<file path="src/core/slt_pkg.sv">
// slt_pkg: shared constants and types of the serial link sync/test control
// assumes: both link ends and the bench import this package
package slt_pkg;

    // ------------------------------------------------------------
    // widths
    // ------------------------------------------------------------
    localparam int unsigned ADDR_W = 10;
    localparam int unsigned DATA_W = 8;
    localparam int unsigned LANES  = 8;

    // ------------------------------------------------------------
    // device register map, reset values, writable bits
    // ------------------------------------------------------------
    localparam logic [9:0] ADDR_SOFT_SYNC = 10'h203;
    localparam logic [9:0] ADDR_CTRL      = 10'h204;
    localparam logic [9:0] ADDR_TEST      = 10'h205;
    localparam logic [7:0] SOFT_SYNC_RST  = 8'h01;
    localparam logic [7:0] CTRL_RST       = 8'h03;
    localparam logic [7:0] TEST_RST       = 8'h00;
    localparam logic [7:0] SOFT_SYNC_MASK = 8'h01;
    localparam logic [7:0] CTRL_MASK      = 8'h1f;
    localparam logic [7:0] TEST_MASK      = 8'h1f;

    // link_control field positions
    localparam int unsigned CTRL_SCR_BIT   = 0;
    localparam int unsigned CTRL_FMT_BIT   = 1;
    localparam int unsigned CTRL_SEL_LSB   = 2;
    localparam int unsigned CTRL_UPPER_BIT = 4;

    // sync source codes
    localparam logic [1:0] SYNC_SEL_SE   = 2'h0;
    localparam logic [1:0] SYNC_SEL_TS   = 2'h1;
    localparam logic [1:0] SYNC_SEL_SOFT = 2'h2;

    // lane mapping
    localparam logic [3:0] UPPER_MAX_LANES = 4'h4;

    // forced serial words
    localparam logic [15:0] WORD_LOW   = 16'h0000;
    localparam logic [15:0] WORD_HIGH  = 16'hffff;
    localparam logic [15:0] WORD_CLOCK = 16'h00ff;

    // test pattern codes
    typedef enum logic [4:0] {
        TP_NORMAL = 5'h00, TP_PRBS7 = 5'h01, TP_PRBS15 = 5'h02,
        TP_PRBS23 = 5'h03, TP_RAMP  = 5'h04, TP_TRANSPORT = 5'h05,
        TP_D21_5  = 5'h06, TP_K28_5 = 5'h07, TP_ILA_REPEAT = 5'h08,
        TP_RPAT   = 5'h09, TP_LOW   = 5'h0a, TP_HIGH = 5'h0b,
        TP_RSVD12 = 5'h0c, TP_PRBS9 = 5'h0d, TP_PRBS31 = 5'h0e,
        TP_CLOCK  = 5'h0f, TP_K28_7 = 5'h10
    } slt_test_type;

    // ------------------------------------------------------------
    // host own register map
    // ------------------------------------------------------------
    localparam logic [1:0] HOST_TARGET = 2'h0;
    localparam logic [1:0] HOST_WDATA  = 2'h1;
    localparam logic [1:0] HOST_CMD    = 2'h2;
    localparam logic [1:0] HOST_STATUS = 2'h3;
    localparam int unsigned CMD_WR_BIT  = 0;
    localparam int unsigned CMD_RD_BIT  = 1;
    localparam int unsigned ST_BUSY     = 0;
    localparam int unsigned ST_DONE     = 1;
    localparam int unsigned ST_REFUSED  = 2;
    localparam int unsigned ST_ADVISE   = 3;

    typedef enum logic [1:0] {
        HS_IDLE    = 2'b00,
        HS_STROBE  = 2'b01,
        HS_CAPTURE = 2'b10
    } slt_host_state_type;

endpackage : slt_pkg

</file>
<file path="src/core/slt_link_if.sv">
// slt_link_if: register access and mode status between host and device
// assumes: both ends run on the same core clock
`timescale 1ns/1ps
interface slt_link_if;
    // register access, host is master
    logic [9:0] reg_addr;
    logic [7:0] reg_wdata;
    logic       reg_wr;
    logic       reg_rd;
    logic [7:0] reg_rdata;
    // device mode status seen by host
    logic       link_enable;
    logic [3:0] lanes_per_link;
    logic       mode_64b66b;
    logic       ts_recv_enable;

    modport dev (
        input  reg_addr, reg_wdata, reg_wr, reg_rd,
        output reg_rdata, link_enable, lanes_per_link, mode_64b66b,
        output ts_recv_enable
    );
    modport host (
        output reg_addr, reg_wdata, reg_wr, reg_rd,
        input  reg_rdata, link_enable, lanes_per_link, mode_64b66b,
        input  ts_recv_enable
    );
endinterface : slt_link_if

</file>
<file path="src/core/slt_dev.sv">
// slt_dev: link sync, lane map, format, scrambler and test control regs
// assumes: host keeps reserved bits zero and writes only with link off;
// mode decode (lane count, encoding) comes from the link core
//
// Operation
// - soft sync bit low requests link sync
// - soft request works under any source select
// - software writes reserved fields as zero
// - lower mapping uses lanes 0 to L-1
// - upper mapping uses lanes 4 to 4+L-1
// - upper mapping only when L at most four
// - source field picks sync pin or none
// - timestamp receiver on before timestamp source
// - format bit: offset binary or two's complement
// - scrambler bit switches 8b/10b scrambler
// - 64b/66b modes always scramble
// - keep 8b/10b scrambler enabled, recommended
// - change registers only with link disabled
// - test codes 0,1,2,3,13,14: normal, PRBS
// - codes 4-7: ramp, transport, D21.5, K28.5
// - codes 8,9,16: ILA, RPAT, K28.7
// - code 10 lanes low, 11 high
// - code 15 sends 0x00FF clock pattern
// - never program reserved test codes
// - 8b/10b-only test codes need 8b/10b mode
// - link disabled: reset, power down, gate clocks
// - output mode selects config and encoding
//
// The address-and-strobe port is this design's own decision.
`timescale 1ns/1ps
module slt_dev
    import slt_pkg::*;
(
    // clock and reset
    input  wire logic             core_clk_i,
    input  wire logic             rst_b_i,
    // link to host
    slt_link_if.dev               link,
    // mode inputs from link core
    input  wire logic             link_enable_i,
    input  wire logic [5:0]       link_output_mode_i,
    input  wire logic [3:0]       mode_lanes_i,
    input  wire logic             mode_64b66b_i,
    input  wire logic             timestamp_receiver_enable_i,
    // asynchronous sync pins, low asserts
    input  wire logic             single_ended_sync_pin_i,
    input  wire logic             timestamp_pin_pair_i,
    // controls to link core
    output logic                  link_sync_req_o,
    output logic [slt_pkg::LANES-1:0] lane_enable_o,
    output logic                  sample_twos_comp_o,
    output logic                  scrambler_on_o,
    output slt_pkg::slt_test_type test_pattern_o,
    output logic                  lane_force_o,
    output logic [15:0]           lane_force_word_o,
    output logic [5:0]            link_output_mode_o,
    output logic                  link_reset_o,
    output logic                  serdes_power_down_o,
    output logic                  link_clk_en_o
);
    import slt_pkg::*;

    // ------------------------------------------------------------
    // state
    // ------------------------------------------------------------
    typedef struct packed {
        logic               soft_sync_low;
        logic [4:0]         ctrl;
        logic [4:0]         test;
        logic [2:0]         se_sync;
        logic [2:0]         ts_sync;
        logic               se_level;
        logic               ts_level;
        logic [7:0]         rdata;
        logic               link_en;
        logic [3:0]         lanes;
        logic               m64;
        logic               ts_en;
        logic               sync_req;
        logic [LANES-1:0]   lane_en;
        logic               fmt;
        logic               scr_on;
        slt_test_type       tp;
        logic               force_en;
        logic [15:0]        force_word;
        logic [5:0]         mode;
        logic               link_rst;
        logic               pd;
        logic               clk_en;
    } slt_dev_state_type;

    localparam slt_dev_state_type DEV_RST = '{
        soft_sync_low: SOFT_SYNC_RST[0],
        ctrl:          CTRL_RST[4:0],
        test:          TEST_RST[4:0],
        se_sync:       3'h7,
        ts_sync:       3'h7,
        se_level:      1'b1,
        ts_level:      1'b1,
        fmt:           CTRL_RST[CTRL_FMT_BIT],
        scr_on:        CTRL_RST[CTRL_SCR_BIT],
        tp:            TP_NORMAL,
        link_rst:      1'b1,
        pd:            1'b1,
        default:       '0
    };

    slt_dev_state_type q;
    slt_dev_state_type d;

    // ------------------------------------------------------------
    // helpers
    // ------------------------------------------------------------
    // lane mask for L lanes, lower or upper group
    function automatic logic [LANES-1:0] lane_mask(
        input logic [3:0] l,
        input logic       upper
    );
        logic [15:0] m;
        m = (16'h0001 << l) - 16'h0001;
        if (upper)
        begin
            m = {m[11:0], 4'h0};
        end
        return m[LANES-1:0];
    endfunction : lane_mask

    // test code to pattern, unsupported codes fall back to normal
    function automatic slt_test_type test_decode(
        input logic [4:0] code,
        input logic       m64
    );
        slt_test_type t;
        t = TP_NORMAL;
        case (code)
            5'h00, 5'h01, 5'h02, 5'h03, 5'h0d, 5'h0e:
                t = slt_test_type'(code);
            5'h04, 5'h05, 5'h06:
                t = slt_test_type'(code);
            5'h07:
                t = m64 ? TP_NORMAL : TP_K28_5;
            5'h08, 5'h09, 5'h10:
                t = m64 ? TP_NORMAL : slt_test_type'(code);
            5'h0a, 5'h0b, 5'h0f:
                t = slt_test_type'(code);
            default:
                t = TP_NORMAL;
        endcase
        return t;
    endfunction : test_decode

    // ------------------------------------------------------------
    // next state
    // ------------------------------------------------------------
    always_comb
    begin
        logic       pin_low;
        logic [1:0] sel;
        pin_low = 1'b0;
        sel     = 2'h0;
        d       = q;

        // three-stage pin synchronisers, level taken when the last two stages agree
        d.se_sync = {q.se_sync[1:0], single_ended_sync_pin_i};
        d.ts_sync = {q.ts_sync[1:0], timestamp_pin_pair_i};
        if (q.se_sync[1] == q.se_sync[2])
        begin
            d.se_level = q.se_sync[2];
        end
        if (q.ts_sync[1] == q.ts_sync[2])
        begin
            d.ts_level = q.ts_sync[2];
        end

        // register writes, reserved bits are not stored
        if (link.reg_wr)
        begin
            case (link.reg_addr)
                ADDR_SOFT_SYNC: d.soft_sync_low = link.reg_wdata[0];
                ADDR_CTRL:      d.ctrl = link.reg_wdata[4:0];
                ADDR_TEST:      d.test = link.reg_wdata[4:0];
                default:        d.soft_sync_low = q.soft_sync_low;
            endcase
        end

        // register reads, data stands the next cycle, unmapped reads zero
        d.rdata = 8'h00;
        if (link.reg_rd)
        begin
            case (link.reg_addr)
                ADDR_SOFT_SYNC: d.rdata = {7'h00, q.soft_sync_low};
                ADDR_CTRL:      d.rdata = {3'h0, q.ctrl};
                ADDR_TEST:      d.rdata = {3'h0, q.test};
                default:        d.rdata = 8'h00;
            endcase
        end

        // mode status mirrored to host, output mode passed on to link core
        d.link_en = link_enable_i;
        d.lanes   = mode_lanes_i;
        d.m64     = mode_64b66b_i;
        d.ts_en   = timestamp_receiver_enable_i;
        d.mode    = link_output_mode_i;

        // sync source; code 2 and the unused code 3 ignore every pin
        sel = q.ctrl[CTRL_SEL_LSB +: 2];
        case (sel)
            SYNC_SEL_SE: pin_low = ~q.se_level;
            SYNC_SEL_TS: pin_low = ~q.ts_level;
            default:     pin_low = 1'b0;
        endcase
        // soft request acts under any select
        d.sync_req = ~q.soft_sync_low | pin_low;

        // lane map, no lanes while link is off
        d.lane_en = '0;
        if (link_enable_i)
        begin
            if (q.ctrl[CTRL_UPPER_BIT])
            begin
                d.lane_en = lane_mask(mode_lanes_i, 1'b1);
            end
            else
            begin
                d.lane_en = lane_mask(mode_lanes_i, 1'b0);
            end
        end

        // sample format and scrambler
        d.fmt    = q.ctrl[CTRL_FMT_BIT];
        d.scr_on = q.ctrl[CTRL_SCR_BIT]
                 | mode_64b66b_i;

        // test pattern and forced serial word
        d.tp = test_decode(q.test, mode_64b66b_i);
        case (d.tp)
            TP_LOW:
            begin
                d.force_en   = 1'b1;
                d.force_word = WORD_LOW;
            end
            TP_HIGH:
            begin
                d.force_en   = 1'b1;
                d.force_word = WORD_HIGH;
            end
            TP_CLOCK:
            begin
                d.force_en   = 1'b1;
                d.force_word = WORD_CLOCK;
            end
            default:
            begin
                d.force_en   = 1'b0;
                d.force_word = WORD_LOW;
            end
        endcase

        // link held in reset, serdes down and clocks gated while off
        d.link_rst = ~link_enable_i;
        d.pd       = ~link_enable_i;
        d.clk_en   = link_enable_i;
    end

    // ------------------------------------------------------------
    // state register
    // ------------------------------------------------------------
    always_ff @(posedge core_clk_i or negedge rst_b_i)
    begin
        if (!rst_b_i)
        begin
            q <= DEV_RST;
        end
        else
        begin
            q <= d;
        end
    end

    // ------------------------------------------------------------
    // outputs
    // ------------------------------------------------------------
    // host side
    assign link.reg_rdata      = q.rdata;
    assign link.link_enable    = q.link_en;
    assign link.lanes_per_link = q.lanes;
    assign link.mode_64b66b    = q.m64;
    assign link.ts_recv_enable = q.ts_en;

    // link core side
    assign link_sync_req_o     = q.sync_req;
    assign lane_enable_o       = q.lane_en;
    assign sample_twos_comp_o  = q.fmt;
    assign scrambler_on_o      = q.scr_on;
    assign test_pattern_o      = q.tp;
    assign lane_force_o        = q.force_en;
    assign lane_force_word_o   = q.force_word;
    assign link_output_mode_o  = q.mode;
    assign link_reset_o        = q.link_rst;
    assign serdes_power_down_o = q.pd;
    assign link_clk_en_o       = q.clk_en;

endmodule : slt_dev

</file>
<file path="src/flat_wrapper.sv">
// flat-port wrapper written by rule: the top's interface ports become plain ports
module slt_dev_flat import slt_pkg::*;
  (core_clk_i, rst_b_i, link_enable_i, link_output_mode_i, mode_lanes_i, mode_64b66b_i, timestamp_receiver_enable_i, single_ended_sync_pin_i, timestamp_pin_pair_i, link_sync_req_o, lane_enable_o, sample_twos_comp_o, scrambler_on_o, test_pattern_o, lane_force_o, lane_force_word_o, link_output_mode_o, link_reset_o, serdes_power_down_o, link_clk_en_o, link_reg_addr, link_reg_wdata, link_reg_wr, link_reg_rd, link_reg_rdata, link_link_enable, link_lanes_per_link, link_mode_64b66b, link_ts_recv_enable);
  slt_link_if link_i ();
  input  wire logic core_clk_i;
  input  wire logic rst_b_i;
  input  wire logic link_enable_i;
  input  wire logic [5:0] link_output_mode_i;
  input  wire logic [3:0] mode_lanes_i;
  input  wire logic mode_64b66b_i;
  input  wire logic timestamp_receiver_enable_i;
  input  wire logic single_ended_sync_pin_i;
  input  wire logic timestamp_pin_pair_i;
  output logic link_sync_req_o;
  output logic [slt_pkg::LANES-1:0] lane_enable_o;
  output logic sample_twos_comp_o;
  output logic scrambler_on_o;
  output slt_pkg::slt_test_type test_pattern_o;
  output logic lane_force_o;
  output logic [15:0] lane_force_word_o;
  output logic [5:0] link_output_mode_o;
  output logic link_reset_o;
  output logic serdes_power_down_o;
  output logic link_clk_en_o;
  input wire logic [$bits(link_i.reg_addr)-1:0] link_reg_addr;
  input wire logic [$bits(link_i.reg_wdata)-1:0] link_reg_wdata;
  input wire logic [$bits(link_i.reg_wr)-1:0] link_reg_wr;
  input wire logic [$bits(link_i.reg_rd)-1:0] link_reg_rd;
  output wire logic [$bits(link_i.reg_rdata)-1:0] link_reg_rdata;
  output wire logic [$bits(link_i.link_enable)-1:0] link_link_enable;
  output wire logic [$bits(link_i.lanes_per_link)-1:0] link_lanes_per_link;
  output wire logic [$bits(link_i.mode_64b66b)-1:0] link_mode_64b66b;
  output wire logic [$bits(link_i.ts_recv_enable)-1:0] link_ts_recv_enable;
  assign link_i.reg_addr = link_reg_addr;
  assign link_i.reg_wdata = link_reg_wdata;
  assign link_i.reg_wr = link_reg_wr;
  assign link_i.reg_rd = link_reg_rd;
  assign link_reg_rdata = link_i.reg_rdata;
  assign link_link_enable = link_i.link_enable;
  assign link_lanes_per_link = link_i.lanes_per_link;
  assign link_mode_64b66b = link_i.mode_64b66b;
  assign link_ts_recv_enable = link_i.ts_recv_enable;
  slt_dev u_core (.core_clk_i(core_clk_i), .rst_b_i(rst_b_i), .link(link_i), .link_enable_i(link_enable_i), .link_output_mode_i(link_output_mode_i), .mode_lanes_i(mode_lanes_i), .mode_64b66b_i(mode_64b66b_i), .timestamp_receiver_enable_i(timestamp_receiver_enable_i), .single_ended_sync_pin_i(single_ended_sync_pin_i), .timestamp_pin_pair_i(timestamp_pin_pair_i), .link_sync_req_o(link_sync_req_o), .lane_enable_o(lane_enable_o), .sample_twos_comp_o(sample_twos_comp_o), .scrambler_on_o(scrambler_on_o), .test_pattern_o(test_pattern_o), .lane_force_o(lane_force_o), .lane_force_word_o(lane_force_word_o), .link_output_mode_o(link_output_mode_o), .link_reset_o(link_reset_o), .serdes_power_down_o(serdes_power_down_o), .link_clk_en_o(link_clk_en_o));
endmodule
</file>
<file path="config.mk">
export PLATFORM = sky130hd
export DESIGN_NAME = slt_dev_flat
export DESIGN_NICKNAME = d
export VERILOG_FILES = /design/src/core/slt_pkg.sv /design/src/core/slt_link_if.sv /design/src/core/slt_dev.sv /design/src/flat_wrapper.sv
export SDC_FILE = /design/constraint.sdc
export NUM_CORES = 1
export LEC_CHECK = 0
export BUFFER_PORTS_ARGS = -buffer_cell sky130_fd_sc_hd__buf_4
export CORE_MARGIN = 2
export CORE_UTILIZATION = 50
export DETAILED_ROUTE_END_ITERATION = 6
export GPL_ROUTABILITY_DRIVEN = 1
export GPL_TIMING_DRIVEN = 0
export HOLD_SLACK_MARGIN = 0.1
export PLACE_DENSITY_LB_ADDON = 0.12
export SLEW_MARGIN = 5
export SYNTH_ARGS = -nofsm -noshare
export SYNTH_HDL_FRONTEND = slang
export SYNTH_SLANG_ARGS = --single-unit
</file>
<file path="constraint.sdc">
create_clock -name core_clk_i -period 3.6 [get_ports core_clk_i]
set_clock_uncertainty 0.2 [all_clocks]
set_input_delay 0.54 -clock core_clk_i [delete_from_list [all_inputs] [get_ports core_clk_i]]
set_output_delay 0.54 -clock core_clk_i [all_outputs]
set_load 0.03 [all_outputs]
</file>
==> results.sh <==
export IMPL_status="complete, no violations"
export IMPL_chipWidth_um=75.05
export IMPL_route_detailed_drc=0
export IMPL_p_leak_nw=1.770
export IMPL_pwr_share_comb_pct=12.7
export IMPL_cts_tree="yes"
export IMPL_wl_mm=4.461
export IMPL_rows=25
export IMPL_stdcell_area_um2=3471
export IMPL_track_usage_pct=17.14
export IMPL_yosys_warnings=0
export IMPL_hold_path_class="input pin to flop"
export IMPL_synthToLayoutAreaGrowth_pct=37.53
export IMPL_cts_sinks=57
export IMPL_drt_initial_drc_count=117
export IMPL_p_int_mw=1.041
export IMPL_synth_top_family_by_area="buffers and inverters"
export IMPL_ys_top_cells_by_count="buf_4, dfrtp_1, dfstp_2, nor2_1, mux2_2"
export IMPL_clock_latency_ns=0.32
export IMPL_use_met2_pct=27.19
export IMPL_cts_setup_buffers=0
export IMPL_ys_seq_elements=57
export IMPL_fin_nets=343
export IMPL_fmax_ghz=0.4424
export IMPL_grt_pass1_vias=1562
export IMPL_synth_compound_area_share_pct=3.917
export IMPL_peakVddDrop_v=0.0002732
export IMPL_crit_type="input pin to flop"
export IMPL_gr_max_usage_layer="met2"
export IMPL_muxShareOfSynthArea_pct=8.131
export IMPL_synth_simple_area_share_pct=12.15
export IMPL_antenna_found_initial=0
export IMPL_synth_xor_xnor_area_share_pct=0.3471
export IMPL_place_congestion=0.7531
export IMPL_arrival_ns=2.31
export IMPL_grt_util_met3_pct=7.631
export IMPL_grt_pass1_wl_mm=6.962
export IMPL_top_level_ports=94
export IMPL_yosysSeqAreaShare_pct=57.21
export IMPL_clk_pin_slew_worst_paths_ns=0.06
export IMPL_place_inst=357
export IMPL_gr_usage_met1_pct=20.39
export IMPL_diodes=0
export IMPL_yosys_area_top_type_share_pct=42.64
export IMPL_postPlaceCellArea_um2=3261
export IMPL_power_total_mw=1.355
export IMPL_coreArea_um2=4786
export IMPL_synth_edf_count=0
export IMPL_syn_inst=202
export IMPL_preCtsSetupSlack_ns=1.017
export IMPL_worstMarginPinSlew_ns=0.6921
export IMPL_drtPass1Iterations=4
export IMPL_htreeDepth=3
export IMPL_finalMaxSlewViolations=0
export IMPL_fin_ws_ns=1.340
export IMPL_stdcell_count=377
export IMPL_hold_violations=0
export IMPL_yosysMostFrequentCell="buf_4"
export IMPL_die_area_um2=5632
export IMPL_clockBufferDepth=2
export IMPL_drive_above_1_share_pct=58.06
export IMPL_final_core_util_pct=72.52
export IMPL_yosys_area_top_type="dfrtp_1"
export IMPL_synth_async_sr_flop_share_pct=100.0
export IMPL_cts_buffers=9
export IMPL_p_switching_uw=313.7
export IMPL_syn_avg_cell_area_um2=12.49
export IMPL_p_per_area_nw_per_um2=390.3
export IMPL_viasPerCell=4.531
export IMPL_period_share_pct=62.79
export IMPL_synthAdderAreaFrac_pct=1.686
export IMPL_synthTopCellsByArea="dfrtp_1, buf_4, dfstp_2"
export IMPL_p_seq_share_pct=50.1
export IMPL_p_clk_share_pct=37.2
export IMPL_die_y_um=75.05
export IMPL_relSlewSlack_pct=53.86
export IMPL_start_util_pct=52.73
export IMPL_synthesis_area_um2=2524
export IMPL_hpwl_mm=3.253
export IMPL_cp_max_fo=7
export IMPL_endpoint_kind="flop"
export IMPL_clock_root_buffer="clkbuf_8"
export IMPL_place_port_buffers=86
export IMPL_startpoint_type="input pin"
export IMPL_worstPathRequired_ns=3.65
export IMPL_wl_per_cell_um=11.83
export IMPL_ant_nets=0
export IMPL_synth_flop_cell="dfrtp_1"
export IMPL_gr_total_overflow=0
export IMPL_whs_ns=0.1239
export IMPL_period_needed_ns=2.260
export IMPL_setup_tns_ns=0
export IMPL_rsz0062_at_grt="false"
export IMPL_maxCapViolCount=0
export IMPL_num_vias=1708
export IMPL_setup_viol_count_final=0
export IMPL_grt_start_max_net_pins=58
export IMPL_ys_types=42
export IMPL_switching_share_pct=23.16
## cell type report
class                           instances  area (um^2)
Buffer                                 55        399.1
Clock buffer                           16        170.2
Fill cell                             353         1315
Inverter                                4        15.01
Multi-Input combinational cell         88        673.1
Sequential cell                        57         1444
Tap cell                               67        83.83
Timing Repair Buffer                   90        685.7
## worst max-delay path: stages
cell and delay [ns]:
buf_4 0.13, or2_2 0.30, or3_1 0.34, ha_1 0.25, or4b_1 0.47, a21oi_1 0.13, o31a_1 0.15
## registers in the layout, indices dropped and copies added, names as in the netlist, 2 cells and up
register	cells
u_core.d	5
u_core.lane_enable_o	8
u_core.lane_force_word_o	2
u_core.link.lanes_per_link	4
u_core.link.reg_rdata	5
u_core.link_output_mode_o	6
u_core.q	14
u_core.test_pattern_o	5
## power groups by stage
| stage | registers (mW) | logic [mW] | clock network (mW) |
|---|---|---|---|
| 2_1_floorplan | 0.694 | 0.0857 | 0 |
| 3_3_place_gp | 0.689 | 0.166 | 0 |
| 3_5_place_dp | 0.690 | 0.170 | 0 |
| 4_1_cts | 0.679 | 0.171 | 0.519 |
| 5_1_grt | 0.680 | 0.185 | 0.554 |
| 6_report | 0.679 | 0.171 | 0.504 |
## per-layer routing
metal  up-vias  share of wire [%]
met4         0               0.87
li1        835                  -
met5         -                  0
met2        70                 48
met3         6                9.9
met1       797                 42
## cells in the final DEF, fill, tap and decap left out, types with 2 or more instances in the layout
cell type	Yosys	layout
clkbuf_8	0	11
and3b_1	2	2
a211oi_1	2	2
nor3b_1	2	2
nor4b_1	2	2
nor3_1	2	2
inv_1	4	4
dfrtp_1	43	43
mux2i_1	4	4
nand3_1	2	2
nand2_1	5	5
mux2_4	5	5
maj3_1	3	3
dfstp_2	14	14
nand2b_1	5	5
conb_1	1	3
o21ai_0	2	2
and4_1	2	2
dlygate4sd3_1	0	4
nor2_1	14	14
clkbuf_1	4	9
mux2_2	8	8
a21oi_1	5	5
nor2b_1	2	2
or2_2	2	2
buf_4	49	135
## path summary, 6_finish.rpt
kind / from / end / slack, ns / cells after the start
max in group asynchronous: rst_b_i / u_core.link.reg_rdata[2]$_DFF_PN0_ / 2.13 / 2
max: mode_lanes_i[0] / u_core.lane_enable_o[6]$_DFF_PN0_ / 1.34 / 7
min in group asynchronous: rst_b_i / u_core.link_sync_req_o$_DFF_PN0_ / 0.60 / 2
max reg2reg: u_core.q[66]$_DFFE_PN0P_ / u_core.test_pattern_o[2]$_DFF_PN0_ / 2.07 / 4
min: link_output_mode_i[3] / u_core.link_output_mode_o[3]$_DFF_PN0_ / 0.12 / 1
min reg2reg: u_core.d[60]$_DFF_PN1_ / u_core.d[61]$_DFF_PN1_ / 0.16 / 0
## timing repair
| item | in CTS | in global routing |
|---|---|---|
| hold buffers | 1 | 3 |
| gates resized for setup | 0 | 0 |
| endpoints found under the hold margin | 43 | 3 |
## cells by family after synthesis
logic type / Yosys count
AOI/OAI and AO/OA: 15
xor gates and xnor gates: 1
adders and majority gates: 4
buffers and inverters: 59
DFF: 57
muxes: 17
other: 1
and+or+nand+nor: 48
Power figures use the tool's default switching activity.
